`config.mk`:
```
export PLATFORM = sky130hd
export DESIGN_NAME = acr_regs
export DESIGN_NICKNAME = d
export VERILOG_FILES = /design/src/acr_pkg.sv /design/src/acr_sync3.sv /design/src/acr_regs.sv
export SDC_FILE = /design/constraint.sdc
export NUM_CORES = 1
export LEC_CHECK = 0
export CAP_MARGIN = 5
export CORE_MARGIN = 8
export CORE_UTILIZATION = 47
export DETAILED_ROUTE_END_ITERATION = 12
export DONT_BUFFER_PORTS = 1
export GPL_TIMING_DRIVEN = 0
export PLACE_DENSITY = 0.63
export SYNTH_ARGS = -nofsm -noshare
export SYNTH_HDL_FRONTEND = slang
export SYNTH_SLANG_ARGS = --single-unit
```
`constraint.sdc`:
```
create_clock -name clk -period 2.49 [get_ports clk]
set_input_delay 0.3735 -clock clk [delete_from_list [all_inputs] [get_ports clk]]
set_output_delay 0.3735 -clock clk [all_outputs]
set_load 0.005 [all_outputs]
```
`src/acr_pkg.sv`:
```
package acr_pkg;
   // Register addresses on the serial register port.
   localparam logic [7:0] ACR_ADDR_SWITCH = 8'h0A;
   localparam logic [7:0] ACR_ADDR_DIAG = 8'h0B;
   localparam logic [7:0] ACR_ADDR_OUT = 8'h0C;
   localparam logic [7:0] ACR_ADDR_PAIR = 8'h0D;
   localparam logic [7:0] ACR_ADDR_MISC = 8'h10;
   localparam logic [7:0] ACR_ADDR_THERM = 8'h13;
   // Reset values.
   localparam logic [7:0] ACR_RST_SWITCH = 8'h0D;
   localparam logic [7:0] ACR_RST_DIAG = 8'h50;
   localparam logic [7:0] ACR_RST_OUT = 8'h1F;
   localparam logic [7:0] ACR_RST_PAIR = 8'h00;
   localparam logic [7:0] ACR_RST_MISC = 8'h01;
   // Writable bit masks; reserved positions read zero.
   localparam logic [7:0] ACR_MASK_OUT = 8'hBF;
   localparam logic [7:0] ACR_MASK_PAIR = 8'h3F;
   localparam logic [7:0] ACR_MASK_MISC = 8'hBF;
   // Field positions.
   localparam int ACR_B_FOLDBACK = 7;
   localparam int ACR_B_SYNC_PULSE = 6;
   localparam int ACR_B_PHASE = 5;
   localparam int ACR_B_HARD_STOP = 4;
   localparam int ACR_F_SRC_LSB = 2;
   localparam int ACR_B_CLK_OUT = 7;
   localparam int ACR_B_SLAVE = 6;
   localparam int ACR_B_TW = 5;
   localparam int ACR_B_DC_DIS = 4;
   localparam int ACR_B_RESET = 7;
   localparam int ACR_B_DC_KEEP = 5;
   localparam int ACR_B_UNMUTE = 4;
   localparam int ACR_B_PAIR34 = 5;
   localparam int ACR_B_PAIR12 = 4;
   localparam int ACR_B_SLOWER = 7;
   localparam int ACR_B_TRIPLE = 5;
   localparam int ACR_B_QUAD = 4;
   localparam int ACR_B_GAP = 3;
   localparam int ACR_B_XTALK = 2;
   // Codes.
   localparam logic [1:0] ACR_FREQ_500 = 2'h0;
   localparam logic [1:0] ACR_FREQ_417 = 2'h1;
   localparam logic [1:0] ACR_FREQ_357 = 2'h2;
   localparam logic [1:0] ACR_SRC_TWEETER = 2'h0;
   localparam logic [1:0] ACR_SRC_CLIP = 2'h1;
   localparam logic [1:0] ACR_SRC_WARN = 2'h2;
   localparam logic [1:0] ACR_DC_1V6 = 2'h1;
   localparam logic [1:0] ACR_DC_2V4 = 2'h2;
   // Switching periods in clk cycles at 10 MHz, half period each.
   localparam int ACR_CLK_HZ = 10000000;
   localparam int ACR_F500_HZ = 500000;
   localparam int ACR_F417_HZ = 417000;
   localparam int ACR_F357_HZ = 357000;
   localparam logic [7:0] ACR_HALF_500 = 8'(ACR_CLK_HZ / (2 * ACR_F500_HZ));
   localparam logic [7:0] ACR_HALF_417 = 8'(ACR_CLK_HZ / (2 * ACR_F417_HZ));
   localparam logic [7:0] ACR_HALF_357 = 8'(ACR_CLK_HZ / (2 * ACR_F357_HZ));
   localparam logic [7:0] ACR_ONE8 = 8'h01;
   // Load-probe phase gap.
   localparam int ACR_GAP_MS = 20;
   localparam int ACR_GAP_CYC = ACR_CLK_HZ / 1000 * ACR_GAP_MS;
   typedef enum logic [1:0] {
      ACR_ST_IDLE = 2'b00,
      ACR_ST_RUN = 2'b01,
      ACR_ST_GAP = 2'b10
   } acr_probe_e;
endpackage

```
`src/acr_sync3.sv`:
```
`timescale 1ns/1ps
`default_nettype none
// Three-stage synchroniser; change accepted when stages two and three agree.
module acr_sync3 #(
   parameter int W = 1
) (
   // Clock and reset.
   input wire logic clk,
   input wire logic rst_n,
   input wire logic ce,
   // Data.
   input wire logic [W-1:0] d,
   output logic [W-1:0] q
);
   typedef struct packed {
      logic [W-1:0] s1;
      logic [W-1:0] s2;
      logic [W-1:0] s3;
      logic [W-1:0] q;
   } acr_sync_s;
   acr_sync_s r, next_r;
   always_comb begin
      next_r = r;
      if (ce) begin
         next_r.s1 = d;
         next_r.s2 = r.s1;
         next_r.s3 = r.s2;
         for (int i = 0; i < W; i++) begin
            if (r.s2[i] == r.s3[i]) begin
               next_r.q[i] = r.s3[i];
            end
         end
      end
   end
   always_ff @(posedge clk or negedge rst_n) begin
      if (!rst_n) begin
         r <= '0;
      end else begin
         r <= next_r;
      end
   end
   assign q = r.q;
endmodule
`default_nettype wire

```
`src/acr_regs.sv`:
```
`timescale 1ns/1ps
`default_nettype none
//////////////////////////////////////////////////////////////////////////////
// What this block does
// - Frequency code 01 417k, 00 500k, 10 357k
// - Indicator source: tweeter, clip, warning, none
// - Bit 7 adds foldback to indicator
// - Sync pulse only when oscillator master
// - Bit 5 anti-phase, bit 4 hard stop
// - Clock drive-out only when oscillator master
// - Slave mode default; external clock needed
// - Tweeter probe enable; DC check disable
// - Bits 3..0 launch channel load probes
// - DC fault flagged; outputs stay on only with keep bit 5 set
// - Unmute bit plays driven channels
// - Mute bits silence channels, outputs driven
// - Pair bits join channels 3-4, 1-2
// - Low-low bits per channel
// - Low-low grounds both output terminals
// - Slower rampdown; triple ramp time
// - Quadruple short-probe phase durations
// - 20 ms gap between probes; crosstalk option
// - DC threshold 01 1.6V, 10 2.4V
// - Thermal status: shutdown high, foldback low
module acr_regs
   import acr_pkg::*;
#(
   parameter int GAP_CYCLES = acr_pkg::ACR_GAP_CYC,
   parameter int PROBE_CYCLES = 1000
) (
   // Clock, enable and reset.
   input wire logic clk,
   input wire logic ce,
   input wire logic reset_n,
   // Register port from the serial bus slave.
   input wire logic wr_en,
   input wire logic rd_en,
   input wire logic [7:0] addr,
   input wire logic [7:0] wdata,
   output logic [7:0] rdata,
   output logic rvalid,
   // Analog status inputs from pins.
   input wire logic [3:0] overheat_shutdown_in,
   input wire logic [3:0] heat_derating_in,
   input wire logic overtemp_warning_in,
   input wire logic clip_detect_in,
   input wire logic tweeter_detect_in,
   input wire logic [3:0] offset_fault_in,
   input wire logic ext_osc_in,
   // Pins and controls out.
   output logic indicator_report_pin,
   output logic shared_oscillator_pin_o,
   output logic shared_oscillator_pin_oe,
   output logic switch_clk,
   output logic switch_clk_b,
   output logic hard_stop,
   output logic small_speaker_probe_enable,
   output logic offset_check_enable,
   output logic [1:0] offset_threshold_select,
   output logic [3:0] offset_fault_flag,
   output logic [3:0] channel_shutdown,
   output logic [3:0] channel_silence,
   output logic [3:0] channel_play,
   output logic [3:0] channel_grounded,
   output logic pair_first_two_channels,
   output logic pair_last_two_channels,
   output logic extended_midlevel_rampdown,
   output logic triple_midlevel_ramp,
   output logic channel_leak_reduction,
   output logic [3:0] probe_active,
   output logic quadruple_short_probe_time
);
   import acr_pkg::*;
   //////////////////////////////////////////////////////////////////////////
   typedef struct packed {
      logic [1:0] rst_sync;
      logic [7:0] sw;
      logic [7:0] diag;
      logic [7:0] outc;
      logic [7:0] pair;
      logic [7:0] misc;
      logic [7:0] rdata;
      logic rvalid;
      logic [7:0] div;
      logic osc;
      logic osc_d;
      logic sync_pulse;
      logic [3:0] fault;
      acr_probe_e probe_st;
      logic [1:0] probe_ch;
      logic [31:0] probe_cnt;
      logic ind;
   } acr_regs_s;
   acr_regs_s r, next_r;
   logic rst_n;
   logic [14:0] pins;
   logic [3:0] s_otsd, s_thfb, s_dcf;
   logic s_otw, s_clip, s_tw, s_ext;

   acr_sync3 #(.W(15)) u_sync (
      .clk(clk),
      .rst_n(rst_n),
      .ce(ce),
      .d({overheat_shutdown_in, heat_derating_in, offset_fault_in,
          overtemp_warning_in, clip_detect_in, tweeter_detect_in}),
      .q(pins)
   );
   assign {s_otsd, s_thfb, s_dcf, s_otw, s_clip, s_tw} = pins;

   acr_sync3 #(.W(1)) u_osc (
      .clk(clk),
      .rst_n(rst_n),
      .ce(ce),
      .d(ext_osc_in),
      .q(s_ext)
   );
   assign rst_n = r.rst_sync[1];

   function automatic logic [7:0] half_of(input logic [1:0] code);
      case (code)
         ACR_FREQ_500: half_of = ACR_HALF_500;
         ACR_FREQ_357: half_of = ACR_HALF_357;
         default: half_of = ACR_HALF_417;
      endcase
   endfunction

   function automatic logic [7:0] read_of(input acr_regs_s s, input logic [7:0] a, input logic [7:0] st);
      case (a)
         ACR_ADDR_SWITCH: read_of = s.sw;
         ACR_ADDR_DIAG: read_of = s.diag;
         ACR_ADDR_OUT: read_of = s.outc;
         ACR_ADDR_PAIR: read_of = s.pair;
         ACR_ADDR_MISC: read_of = s.misc;
         ACR_ADDR_THERM: read_of = st;
         default: read_of = 8'h00;
      endcase
   endfunction

   //////////////////////////////////////////////////////////////////////////
   logic master;
   logic [7:0] therm;
   logic [31:0] run_len;
   assign master = ~r.diag[ACR_B_SLAVE];
   assign therm = {s_otsd, s_thfb};
   assign run_len = r.misc[ACR_B_QUAD] ? 32'(PROBE_CYCLES * 4) : 32'(PROBE_CYCLES);

   always_comb begin
      next_r = r;
      next_r.rst_sync = {r.rst_sync[0], 1'b1};
      if (ce) begin
         next_r.rvalid = rd_en;
         if (rd_en) begin
            next_r.rdata = read_of(r, addr, therm);
         end
         if (wr_en) begin
            case (addr)
               ACR_ADDR_SWITCH: begin
                  // A forbidden frequency code is kept out
                  next_r.sw = (wdata[1:0] == 2'h3) ? {wdata[7:2], r.sw[1:0]} : wdata;
               end
               ACR_ADDR_DIAG: next_r.diag = wdata;
               ACR_ADDR_OUT: next_r.outc = wdata & ACR_MASK_OUT;
               ACR_ADDR_PAIR: next_r.pair = wdata & ACR_MASK_PAIR;
               ACR_ADDR_MISC: next_r.misc = wdata & ACR_MASK_MISC;
               default: begin
               end
            endcase
         end
         // Switching clock: own divider as master, external oscillator as slave.
         if (r.div >= half_of(r.sw[1:0]) - ACR_ONE8) begin
            next_r.div = 8'h00;
            next_r.osc = ~r.osc;
         end else begin
            next_r.div = r.div + ACR_ONE8;
         end
         if (!master) begin
            next_r.osc = s_ext;
         end
         next_r.osc_d = r.osc;
         next_r.sync_pulse = master && r.sw[ACR_B_SYNC_PULSE] && r.osc && !r.osc_d;
         // Faults are latched as flags even when shutdown is overridden.
         next_r.fault = r.diag[ACR_B_DC_DIS] ? 4'h0 : (r.fault | s_dcf);
         // Load probe sequencer walks the enabled channels one at a time.
         case (r.probe_st)
            ACR_ST_IDLE: begin
               if (r.diag[r.probe_ch]) begin
                  next_r.probe_st = ACR_ST_RUN;
                  next_r.probe_cnt = 32'h0;
               end else begin
                  next_r.probe_ch = r.probe_ch + 2'h1;
               end
            end
            ACR_ST_RUN: begin
               next_r.probe_cnt = r.probe_cnt + 32'h1;
               if (r.probe_cnt >= run_len - 32'h1) begin
                  next_r.diag[r.probe_ch] = 1'b0;
                  next_r.probe_cnt = 32'h0;
                  next_r.probe_st = r.misc[ACR_B_GAP] ? ACR_ST_GAP : ACR_ST_IDLE;
                  next_r.probe_ch = r.probe_ch + 2'h1;
               end
            end
            ACR_ST_GAP: begin
               next_r.probe_cnt = r.probe_cnt + 32'h1;
               if (r.probe_cnt >= 32'(GAP_CYCLES) - 32'h1) begin
                  next_r.probe_st = ACR_ST_IDLE;
               end
            end
            default: next_r.probe_st = ACR_ST_IDLE;
         endcase
         // Indicator source selection.
         case (r.sw[3:ACR_F_SRC_LSB])
            ACR_SRC_TWEETER: next_r.ind = s_tw;
            ACR_SRC_CLIP: next_r.ind = s_clip;
            ACR_SRC_WARN: next_r.ind = s_otw;
            default: next_r.ind = 1'b0;
         endcase
         if (r.sw[ACR_B_FOLDBACK] && |s_thfb) begin
            next_r.ind = 1'b1;
         end
         // Device reset bit restores every register.
         if (r.outc[ACR_B_RESET]) begin
            next_r.sw = ACR_RST_SWITCH;
            next_r.diag = ACR_RST_DIAG;
            next_r.outc = ACR_RST_OUT;
            next_r.pair = ACR_RST_PAIR;
            next_r.misc = ACR_RST_MISC;
            next_r.fault = 4'h0;
            next_r.probe_st = ACR_ST_IDLE;
            next_r.probe_cnt = 32'h0;
         end
      end
   end

   always_ff @(posedge clk or negedge reset_n) begin
      if (!reset_n) begin
         r <= '0;
      end else if (!rst_n) begin
         r <= '0;
         r.rst_sync <= next_r.rst_sync;
         r.sw <= ACR_RST_SWITCH;
         r.diag <= ACR_RST_DIAG;
         r.outc <= ACR_RST_OUT;
         r.pair <= ACR_RST_PAIR;
         r.misc <= ACR_RST_MISC;
      end else begin
         r <= next_r;
      end
   end

   //////////////////////////////////////////////////////////////////////////
   // Outputs.
   assign rdata = r.rdata;
   assign rvalid = r.rvalid;
   assign indicator_report_pin = r.ind;
   assign shared_oscillator_pin_o = r.diag[ACR_B_CLK_OUT] ? r.osc : r.sync_pulse;
   assign shared_oscillator_pin_oe = master && (r.diag[ACR_B_CLK_OUT] || r.sw[ACR_B_SYNC_PULSE]);
   assign switch_clk = r.osc;
   assign switch_clk_b = r.sw[ACR_B_PHASE] ? ~r.osc : r.osc;
   assign hard_stop = r.sw[ACR_B_HARD_STOP];
   assign small_speaker_probe_enable = r.diag[ACR_B_TW];
   assign offset_check_enable = ~r.diag[ACR_B_DC_DIS];
   assign offset_threshold_select = r.misc[1:0];
   assign offset_fault_flag = r.fault;
   assign channel_shutdown = r.outc[ACR_B_DC_KEEP] ? 4'h0 : r.fault;
   assign channel_silence = r.outc[3:0] & ~r.pair[3:0];
   assign channel_play = r.outc[ACR_B_UNMUTE] ? ~r.outc[3:0] & ~r.pair[3:0] : 4'h0;
   assign channel_grounded = r.pair[3:0];
   assign pair_first_two_channels = r.pair[ACR_B_PAIR12];
   assign pair_last_two_channels = r.pair[ACR_B_PAIR34];
   assign extended_midlevel_rampdown = r.misc[ACR_B_SLOWER];
   assign triple_midlevel_ramp = r.misc[ACR_B_TRIPLE];
   assign channel_leak_reduction = r.misc[ACR_B_XTALK];
   assign quadruple_short_probe_time = r.misc[ACR_B_QUAD];
   assign probe_active = (r.probe_st == ACR_ST_RUN) ? 4'(1 << r.probe_ch) : 4'h0;
endmodule
`default_nettype wire

```
Word level (Yosys, flattened, before mapping). Cells that the tools add are included.

Flip-flop bits (word level): 167. Bits of input ports: 37. Output and inout bits: 49. Logic and storage cells: 187.

$add $sub $neg: 5. Order comparisons: 5. Equality and inequality tests: 44. Shift operators: 1. Mux-type cells: 44. Bitwise logic cells: 10. Reduce and logical (&&, ||, !) cells: 38.

Operator list (number): $mux 101 (2); $mux 40 (3); $pmux 32 s3 (1); $mux 8 (10); $mux 32 (2); $pmux 8 s6 (1); $mux 36 (1); $reduce_and 2->1 (18); $add 32x1->32 const B (1); $eq 8x4->1 const B (4); $ge 32x18->1 const B (1); $ge 32x32->1 (1); $eq 1x1->1 (16); $eq 8x5->1 const B (2); $mux 4 (4); $ne 3x2->1 const B (5); $reduce_and 3->1 (5); $sub 12x1->13 const B (1); $mux 12 (1); $ne 3x3->1 const B (4); $ne 4x4->1 const B (3); $reduce_and 4->1 (3); $mux 2 (5); $add 8x1->8 const B (1); 30 further kinds (52).

Depth between registers and ports, before layout. Gate-level depths: netlist of run 1.

Depth after elaboration: 11. Gate-level depth with buffers: 9. Depth with buffers taken out: 8.

By module. A second synthesis of run 1 with hierarchy kept.

Cell total of the unflattened synthesis: 803. Area, all modules: 8421.8 sq um.

Modules (own cells, without submodules): acr_regs (times used 1, cells each 613, area each 5644.2 sq um, seq. area each 2477.4 sq um); acr_sync3 (u_sync) (times used 1, cells each 178, area each 2622.5 sq um, seq. area each 1501.4 sq um); acr_sync3 (u_osc) (times used 1, cells each 12, area each 155.1 sq um, seq. area each 100.1 sq um).

Worst setup path after synthesis of run 1. No wires, ideal clock.

Kind: reg-to-reg. Start point: register r[102] (netlist name). End point: register r, in the netlist hard_stop. Setup time: 0.125 ns. Data arrival time: 3.082 ns. Required time: 2.365 ns. Setup slack: -0.716 ns. Cell stages (with the launch flop): 6. Path buffers: 2. Period minus slack after synthesis: 3.206 ns. Cell sequence: dfrtp_1 -> nor2b_1 -> clkbuf_1 -> a21o_1 -> clkbuf_1 -> mux2_2.

Word-level cells in the longest chain between the ends: 2. Elaborated cells between the ends (all ways): 5. Classes of those cells: eq/ne (3); mux (1); reduce/logical (1).

RTL lines: from (decl) (line acr_regs.sv:94) `acr_regs_s r, next_r;`; from (signal assigned) (line acr_regs.sv:246) `r <= next_r;`; $ne 3x2->1 (no line) (tied with other cells); $reduce_and 3->1 (no line).

Several ways; a longest one is shown, not always the timed one. A chain may end at the register's enable or synchronous reset.

Final worst setup path of run 1.
Start point: register r, in the netlist quadruple_short_probe_time. End point: register r[29] (netlist name).

Word-level cells in the longest chain between the ends: 8.

RTL lines: $mux 12 (line acr_regs.sv:145) `assign run_len = r.misc[ACR_B_QUAD] ? 32'(PROBE_CYCLES * 4) : 32'(PROBE_CYCLES);`; $sub 12x1->13 (line acr_regs.sv:195) `if (r.probe_cnt >= run_len - 32'h1) begin`; $ge 32x32->1 (line acr_regs.sv:195); $mux 36 (line acr_regs.sv:195); $pmux 32 s3 (line acr_regs.sv:184) `case (r.probe_st)`; $mux 32 (line acr_regs.sv:221) `if (r.outc[ACR_B_RESET]) begin`; $mux 101 (line acr_regs.sv:150) `if (ce) begin`; $mux 101 (line acr_regs.sv:237) `end else if (!rst_n) begin`.

No other way between the ends. The select of a mux whose other input is x is not followed.

==> results of run 1 <==
registers in the layout (all words and copies together), names as in the netlist, 2 cells and up:
register and cells:
u_sync.r 45, offset_fault_flag 4, u_sync.q 15, channel_grounded 4
rdata 8, r 69, u_osc.r 3, offset_threshold_select 2
critical path: cells and delay by family, from the launching register on:
kind,cells,cell delay (ps)
AOI/OAI and AO/OA,3,670
adders and majority gates,1,280
buffers and inverters,2,340
DFF,1,480
and+or+nand+nor,3,500
synthesized netlist by cell type (9+ instances only):
cell type                  count
sky130_fd_sc_hd__nor3_1       10
sky130_fd_sc_hd__buf_4        20
sky130_fd_sc_hd__nor2_1       80
sky130_fd_sc_hd__nand3_1      29
sky130_fd_sc_hd__nor2b_1      15
sky130_fd_sc_hd__inv_1        18
sky130_fd_sc_hd__a21oi_1      62
sky130_fd_sc_hd__ha_1         19
sky130_fd_sc_hd__nand2_1      39
sky130_fd_sc_hd__and3_1       21
sky130_fd_sc_hd__clkbuf_1     18
sky130_fd_sc_hd__dfrtp_1     163
sky130_fd_sc_hd__nand2b_1     21
sky130_fd_sc_hd__mux2i_1      13
sky130_fd_sc_hd__xor2_1       21
sky130_fd_sc_hd__mux2_2       65
sky130_fd_sc_hd__o21ai_0      31
sky130_fd_sc_hd__buf_2         9
per-stage QoR:
step	hold WS [ps]	setup WS, ps
finish	-363	89.7
floorplan	77.9	116
global route	-386	1.81
global placement	83.6	-379
detailed placement	83.2	-444
CTS	-376	8.19
worst max-delay path by stage:
stage / from / endpoint
floorplan: quadruple_short_probe_time / r[1]
global placement: r[102] / hard_stop
detailed placement: r[102] / r[98]
CTS: quadruple_short_probe_time / r[19]
global route: quadruple_short_probe_time / r[29]
finish: quadruple_short_probe_time / r[29]
layer usage:
metal | wire (um) | vias to the layer above | track usage [%]
met5 | 0 | - | 0
met4 | 333 | 0 | 6.12
met3 | 1470 | 25 | 6.26
met2 | 10800 | 199 | 33.2
met1 | 8450 | 3097 | 22.7
li1 | - | 2840 | -
what timing repair did:
action                     4_1_cts  5_1_grt
pin swaps                        3        6
gates cloned                     0        0
setup endpoints to repair       78       39
setup buffers                    4        2
resized for setup                9       10
hold endpoints to repair        99       99
power by group:
| group | total, mW | leakage, nW | switching [mW] | internal (mW) |
|---|---|---|---|---|
| Clock | 2.78 | 0.301 | 1.16 | 1.61 |
| Combinational | 1.04 | 1.80 | 0.561 | 0.483 |
| Sequential | 3.22 | 2.08 | 0.285 | 2.93 |
| Total | 7.03 | 4.18 | 2.01 | 5.02 |
logic make-up after synthesis:
logic type,synth area share [%]
adder cells (fa/ha/maj),2.89
other,0.0457
multiplexers,10.8
AND/OR/NAND/NOR,16.3
buffers and inverters,4.34
flip-flops,49.7
AO/OA/AOI/OAI,12.9
XOR/XNOR,2.99
cell type report:
cell class / count / share of cell area [%]
Clock buffer: 17 / 4.58
Multi-Input combinational cell: 550 / 41.6
Tap cell: 225 / 3.03
Sequential cell: 163 / 44.0
Clock inverter: 14 / 2.08
Inverter: 18 / 0.755
Timing Repair Buffer: 6 / 0.755
Buffer: 54 / 3.22
==> metrics.txt, run 1 <==
# TYPE chip_impl_metric gauge
chip_impl_metric{name="numCtsBuffers",unit=""} 17
chip_impl_info{name="worstHoldPathType",value="input pin to async pin"} 1
chip_impl_metric{name="totalPowerFinal",unit="mW"} 7.03
chip_impl_metric{name="nets",unit=""} 866
chip_impl_metric{name="layout-area-overhead-vs-synth",unit="%"} 13.1
chip_impl_metric{name="synth_fp_nets",unit=""} 841
chip_impl_metric{name="first_pass_grt_wire_length",unit="um"} 33700
chip_impl_metric{name="timing.clock.skew",unit="ps"} 9.87
chip_impl_metric{name="whs",unit="ps"} -363
chip_impl_metric{name="pwr_density_cell",unit="mW/mm^2"} 758
chip_impl_metric{name="syn-mean-instance-area",unit="um^2"} 10.5
chip_impl_metric{name="detail_route.wl_per_cell",unit="um"} 20.1
chip_impl_metric{name="vias",unit=""} 6161
chip_impl_info{name="synth.largest_area_cell",value="sky130_fd_sc_hd__dfrtp_1"} 1
chip_impl_info{name="cts_root_buf",value="sky130_fd_sc_hd__clkbuf_16"} 1
chip_impl_metric{name="critPathRequiredTime",unit="ps"} 2790
chip_impl_metric{name="post_synth_instance_area",unit="mm^2"} 0.00821
chip_impl_metric{name="die-area",unit="mm^2"} 0.0220
chip_impl_info{name="outcome",value="finished, violations left"} 1
chip_impl_info{name="clock_tree_from_tritoncts",value="built"} 1
chip_impl_metric{name="final_hold_viol_count",unit=""} 99
chip_impl_metric{name="post_synth_inst_count",unit=""} 785
chip_impl_metric{name="finish.instance_area",unit="mm^2"} 0.00929
chip_impl_metric{name="cts.reportedPaths.clkPinSlew",unit="ps"} 70
chip_impl_metric{name="pin_count_of_the_biggest_net_entering_global_routing",unit=""} 100
chip_impl_metric{name="timing.max_slew.rel_slack",unit="%"} 52.4
chip_impl_metric{name="drive_above_1_share",unit="%"} 19.2
chip_impl_info{name="netlist_top_cells_area",value="sky130_fd_sc_hd__dfrtp_1 50%, sky130_fd_sc_hd__mux2_2 8.9%, sky130_fd_sc_hd__a21oi_1 3.8%"} 1
chip_impl_metric{name="route.antenna.remaining_nets",unit=""} 0
chip_impl_metric{name="number_of_global_route_vias_before_repair",unit=""} 6265
chip_impl_metric{name="design.portCount",unit=""} 86
chip_impl_metric{name="area.sequential",unit="mm^2"} 0.00408
chip_impl_metric{name="hpwlAfterDp",unit="um"} 15000
chip_impl_metric{name="maxClockFrequency",unit="MHz"} 417
chip_impl_metric{name="initialDrtViolationCount",unit=""} 383
chip_impl_metric{name="chipWidth",unit="um"} 148
chip_impl_metric{name="placement_rows",unit=""} 48
chip_impl_metric{name="placement.io_buffers",unit=""} 0
chip_impl_metric{name="floorplan.initialDensity",unit="%"} 47.8
chip_impl_info{name="crit_type",value="flop to flop"} 1
chip_impl_info{name="failing_checks",value="hold timing"} 1
chip_impl_metric{name="cts.sink_count",unit=""} 163
chip_impl_metric{name="vias_per_cell",unit=""} 5.88
chip_impl_metric{name="critPathMaxStageDelay",unit="ps"} 480
chip_impl_metric{name="yosys.area.top_type_share",unit="%"} 49.7
chip_impl_metric{name="final-setup-viol-count",unit=""} 0
chip_impl_metric{name="dieHeight",unit="um"} 148
chip_impl_info{name="crit_path_end_kind",value="flop"} 1
chip_impl_metric{name="finish.cell_count_without_fillers",unit=""} 1047
chip_impl_metric{name="synth-seq-cells",unit=""} 163
chip_impl_metric{name="count_of_flip_flops_with_a_built_in_enable_after_synthesis",unit=""} 0
chip_impl_metric{name="final_period_minus_worst_setup_slack",unit="ps"} 2400
chip_impl_metric{name="synth.yosys.seq_area_share",unit="%"} 49.7
chip_impl_metric{name="h-tree-depth",unit=""} 4
chip_impl_info{name="cp_cell_sequence",value="inv_4 > ha_1 > nand3_1 > o221ai_2 > a2111oi_4 > o211ai_1 > buf_4 > nor2_1 > or3_1"} 1
chip_impl_info{name="grt_setup_unrepaired",value="false"} 1
chip_impl_metric{name="fin_setup_tns",unit="ps"} 0
chip_impl_metric{name="initial_antenna_violation_count",unit=""} 0
chip_impl_info{name="final_common_cell",value="sky130_fd_sc_hd__dfrtp_1"} 1
chip_impl_info{name="critical-path-slowest-cell",value="sky130_fd_sc_hd__dfrtp_2"} 1
chip_impl_metric{name="wirelength",unit="um"} 21100
chip_impl_metric{name="diode_count",unit=""} 0
chip_impl_metric{name="multi_input_comb_area",unit="mm^2"} 0.00386
chip_impl_metric{name="yosysUniqueCellTypes",unit=""} 66
chip_impl_metric{name="timing.reg2reg.worst_path_depth",unit=""} 9
chip_impl_metric{name="synth-warning-count",unit=""} 0
chip_impl_metric{name="detail_route.first_pass.iterations",unit=""} 5
chip_impl_info{name="final_cell_mix",value="161 x sky130_fd_sc_hd__dfrtp_1, 80 x sky130_fd_sc_hd__nor2_1, 65 x sky130_fd_sc_hd__mux2_2, 62 x sky130_fd_sc_hd__a21oi_1, 38 x sky130_fd_sc_hd__nand2_1"} 1
chip_impl_metric{name="post-route-drc-count",unit=""} 0
chip_impl_metric{name="track_usage",unit="%"} 19.4
chip_impl_info{name="timing.rr.end",value="r[29]"} 1
chip_impl_metric{name="final_util",unit="%"} 54.1
chip_impl_metric{name="timing.final.max_slew_violations",unit=""} 0
chip_impl_info{name="critPathLaunchType",value="flop"} 1
chip_impl_metric{name="peakVddDrop",unit="mV"} 0.710
chip_impl_metric{name="postSynth.asyncResetShare",unit="%"} 100
chip_impl_metric{name="layout_worst_path_cycle_share",unit="%"} 96.4
chip_impl_info{name="ys_dominant_reg_cell",value="sky130_fd_sc_hd__dfrtp_1"} 1
chip_impl_metric{name="placed_area",unit="mm^2"} 0.00850
chip_impl_metric{name="setup.reg_to_reg.worst_slack",unit="ps"} 90
chip_impl_metric{name="coreArea",unit="mm^2"} 0.0172
chip_impl_metric{name="max_cap_violations",unit=""} 0
chip_impl_metric{name="overflow",unit=""} 0
chip_impl_metric{name="tightest_slew",unit="ps"} 714
chip_impl_metric{name="clk_path_buf_depth",unit=""} 2
chip_impl_metric{name="placed_cells_incl_taps",unit=""} 1010
chip_impl_metric{name="critical_path_peak_fanout",unit=""} 10
chip_impl_info{name="timing.rr.start",value="quadruple_short_probe_time"} 1
chip_impl_metric{name="gp_congestion",unit=""} 0.872
chip_impl_metric{name="cellLeakagePower",unit="nW"} 4.18
chip_impl_metric{name="clock_insertion_delay_worst_skew",unit="ps"} 430
chip_impl_metric{name="timing.critical_path.arrival",unit="ps"} 2700
chip_impl_metric{name="filler_cell_count",unit=""} 1569
(Power assumes the default switching activity.)
==> inputs of run 2 (changes only) <==
--- a/config.mk
+++ b/config.mk
@@ -7,11 +7,10 @@
 export LEC_CHECK = 0
 export CAP_MARGIN = 5
 export CORE_MARGIN = 8
-export CORE_UTILIZATION = 47
+export CORE_UTILIZATION = 50
 export DETAILED_ROUTE_END_ITERATION = 12
 export DONT_BUFFER_PORTS = 1
-export GPL_TIMING_DRIVEN = 0
-export PLACE_DENSITY = 0.63
+export PLACE_DENSITY = 0.66
 export SYNTH_ARGS = -nofsm -noshare
 export SYNTH_HDL_FRONTEND = slang
 export SYNTH_SLANG_ARGS = --single-unit
==> metrics.txt, run 2 (same netlist as run 1, synthesis figures left out) <==
# TYPE chip_impl_metric gauge
chip_impl_info{name="final_cell_mix",value="162 x sky130_fd_sc_hd__dfrtp_1, 80 x sky130_fd_sc_hd__nor2_1, 65 x sky130_fd_sc_hd__mux2_2, 61 x sky130_fd_sc_hd__a21oi_1, 39 x sky130_fd_sc_hd__nand2_1"} 1
chip_impl_metric{name="final-setup-viol-count",unit=""} 0
chip_impl_metric{name="overflow",unit=""} 0
chip_impl_metric{name="floorplan.initialDensity",unit="%"} 50.2
chip_impl_metric{name="cellLeakagePower",unit="nW"} 4.09
chip_impl_metric{name="placement.io_buffers",unit=""} 0
chip_impl_metric{name="nets",unit=""} 828
chip_impl_metric{name="peakVddDrop",unit="mV"} 0.781
chip_impl_info{name="largest-register",value="r"} 1
chip_impl_metric{name="tightest_slew",unit="ps"} 602
chip_impl_metric{name="timing.critical_path.arrival",unit="ps"} 2690
chip_impl_metric{name="placement_rows",unit=""} 47
chip_impl_info{name="final_common_cell",value="sky130_fd_sc_hd__dfrtp_1"} 1
chip_impl_info{name="outcome",value="finished, violations left"} 1
chip_impl_metric{name="timing.final.max_slew_violations",unit=""} 0
chip_impl_metric{name="vias",unit=""} 6010
chip_impl_metric{name="final_hold_viol_count",unit=""} 99
chip_impl_metric{name="layout_worst_path_cycle_share",unit="%"} 93.5
chip_impl_metric{name="number_of_global_route_vias_before_repair",unit=""} 6169
chip_impl_metric{name="die-area",unit="mm^2"} 0.0208
chip_impl_metric{name="initial_antenna_violation_count",unit=""} 0
chip_impl_info{name="critPathLaunchType",value="flop"} 1
chip_impl_metric{name="maxClockFrequency",unit="MHz"} 430
chip_impl_metric{name="cts.reportedPaths.clkPinSlew",unit="ps"} 70
chip_impl_metric{name="pwr_density_cell",unit="mW/mm^2"} 788
chip_impl_metric{name="coreArea",unit="mm^2"} 0.0163
chip_impl_metric{name="critical_path_peak_fanout",unit=""} 14
chip_impl_metric{name="fin_setup_tns",unit="ps"} 0
chip_impl_metric{name="critPathRequiredTime",unit="ps"} 2850
chip_impl_metric{name="whs",unit="ps"} -356
chip_impl_metric{name="timing.clock.skew",unit="ps"} 10.5
chip_impl_metric{name="gp_congestion",unit=""} 0.875
chip_impl_metric{name="final_period_minus_worst_setup_slack",unit="ps"} 2330
chip_impl_metric{name="max_cap_violations",unit=""} 0
chip_impl_metric{name="timing.max_slew.rel_slack",unit="%"} 59.9
chip_impl_metric{name="chipWidth",unit="um"} 144
chip_impl_metric{name="layout-area-overhead-vs-synth",unit="%"} 10.3
chip_impl_metric{name="totalPowerFinal",unit="mW"} 7.14
chip_impl_metric{name="cts.sink_count",unit=""} 163
chip_impl_metric{name="initialDrtViolationCount",unit=""} 387
chip_impl_metric{name="pin_count_of_the_biggest_net_entering_global_routing",unit=""} 100
chip_impl_info{name="clock_tree_from_tritoncts",value="built"} 1
chip_impl_metric{name="numCtsBuffers",unit=""} 17
chip_impl_metric{name="first_pass_grt_wire_length",unit="um"} 32000
chip_impl_metric{name="detail_route.wl_per_cell",unit="um"} 19.6
chip_impl_metric{name="hpwlAfterDp",unit="um"} 14100
chip_impl_metric{name="detail_route.first_pass.iterations",unit=""} 6
chip_impl_metric{name="design.portCount",unit=""} 86
chip_impl_metric{name="clk_path_buf_depth",unit=""} 2
chip_impl_info{name="crit_path_end_kind",value="flop"} 1
chip_impl_metric{name="wirelength",unit="um"} 19700
chip_impl_info{name="grt_setup_unrepaired",value="false"} 1
chip_impl_metric{name="drive_above_1_share",unit="%"} 17.8
chip_impl_info{name="failing_checks",value="hold timing"} 1
chip_impl_metric{name="diode_count",unit=""} 0
chip_impl_metric{name="dieHeight",unit="um"} 144
chip_impl_info{name="cts_root_buf",value="sky130_fd_sc_hd__clkbuf_16"} 1
chip_impl_metric{name="number_of_flip_flops_under_the_largest_register_name",unit=""} 69
chip_impl_metric{name="h-tree-depth",unit=""} 4
chip_impl_metric{name="vias_per_cell",unit=""} 5.98
chip_impl_metric{name="clock_insertion_delay_worst_skew",unit="ps"} 420
chip_impl_info{name="worstHoldPathType",value="input pin to async pin"} 1
chip_impl_metric{name="route.antenna.remaining_nets",unit=""} 0
chip_impl_metric{name="post-route-drc-count",unit=""} 0
chip_impl_info{name="crit_type",value="flop to flop"} 1
chip_impl_metric{name="track_usage",unit="%"} 19.9
[run 2: report_power, final]
part	internal [mW]	switching, mW	total (mW)	leakage (nW)
registers	2.93	0.281	3.21	2.09
clock network	1.82	1.14	2.96	0.324
logic	0.459	0.508	0.967	1.68
total	5.21	1.93	7.14	4.09
[run 2: worst paths after layout]
path | from | endpoint | slack, ps | cells past startpoint
setup / recovery | quadruple_short_probe_time | r[20] | 160 | 9
hold / removal | reset_n | r[8] | -360 | 0
setup reg to reg | quadruple_short_probe_time | r[20] | 160 | 9
hold reg to reg | next_r[102] | r[102] | 350 | 0
max in group asynchronous | r[102] | u_sync.q[12] | 1600 | 1
min in group clk | overheat_shutdown_in[3] | u_sync.r[59] | 90 | 1
[run 2: what timing repair did]
item	in CTS	in global routing
resized for setup	1	5
pin swaps	0	1
setup buffers	0	0
hold endpoints to repair	99	99
endpoints found under the setup margin	2	11
[run 2: layout make-up]
cell class              count  area, um^2
inverters                  18        67.6
flip-flops and latches    163        4080
well taps                 220         275
multi-input cells         550        3800
clock buffers              18         429
repair buffers             22         169
clock inverters            14         238
fillers                  1472        7290
[run 2: per-stage QoR]
stage	setup WS, ps	util (%)	cells	instance area [um^2]
after floorplan	116	-	785	8220
after global placement	97.8	51.2	973	8370
after detailed placement	17.7	51.2	973	8370
after CTS	23.4	55.3	1005	9040
after global routing	19.1	55.4	1005	9060
final	162	55.4	1005	9060
[run 2: metal layers]
metal / vias up / track usage [%] / routed length, um
li1: 2754 / - / -
met3: 20 / 6.64 / 1620
met4: 0 / 6.96 / 297
met1: 3024 / 24.7 / 8170
met2: 212 / 31.8 / 9610
met5: - / 0 / 0
[run 2: critical path, cell delays in order (launching register included)]
cell                        delay, ps
sky130_fd_sc_hd__dfrtp_1          360
sky130_fd_sc_hd__inv_2             60
sky130_fd_sc_hd__ha_1             320
sky130_fd_sc_hd__a2111oi_2        370
sky130_fd_sc_hd__nand2_1          150
sky130_fd_sc_hd__a211o_1          270
sky130_fd_sc_hd__o21ba_1          250
sky130_fd_sc_hd__buf_4            210
sky130_fd_sc_hd__a21oi_1          140
sky130_fd_sc_hd__a21o_1           130
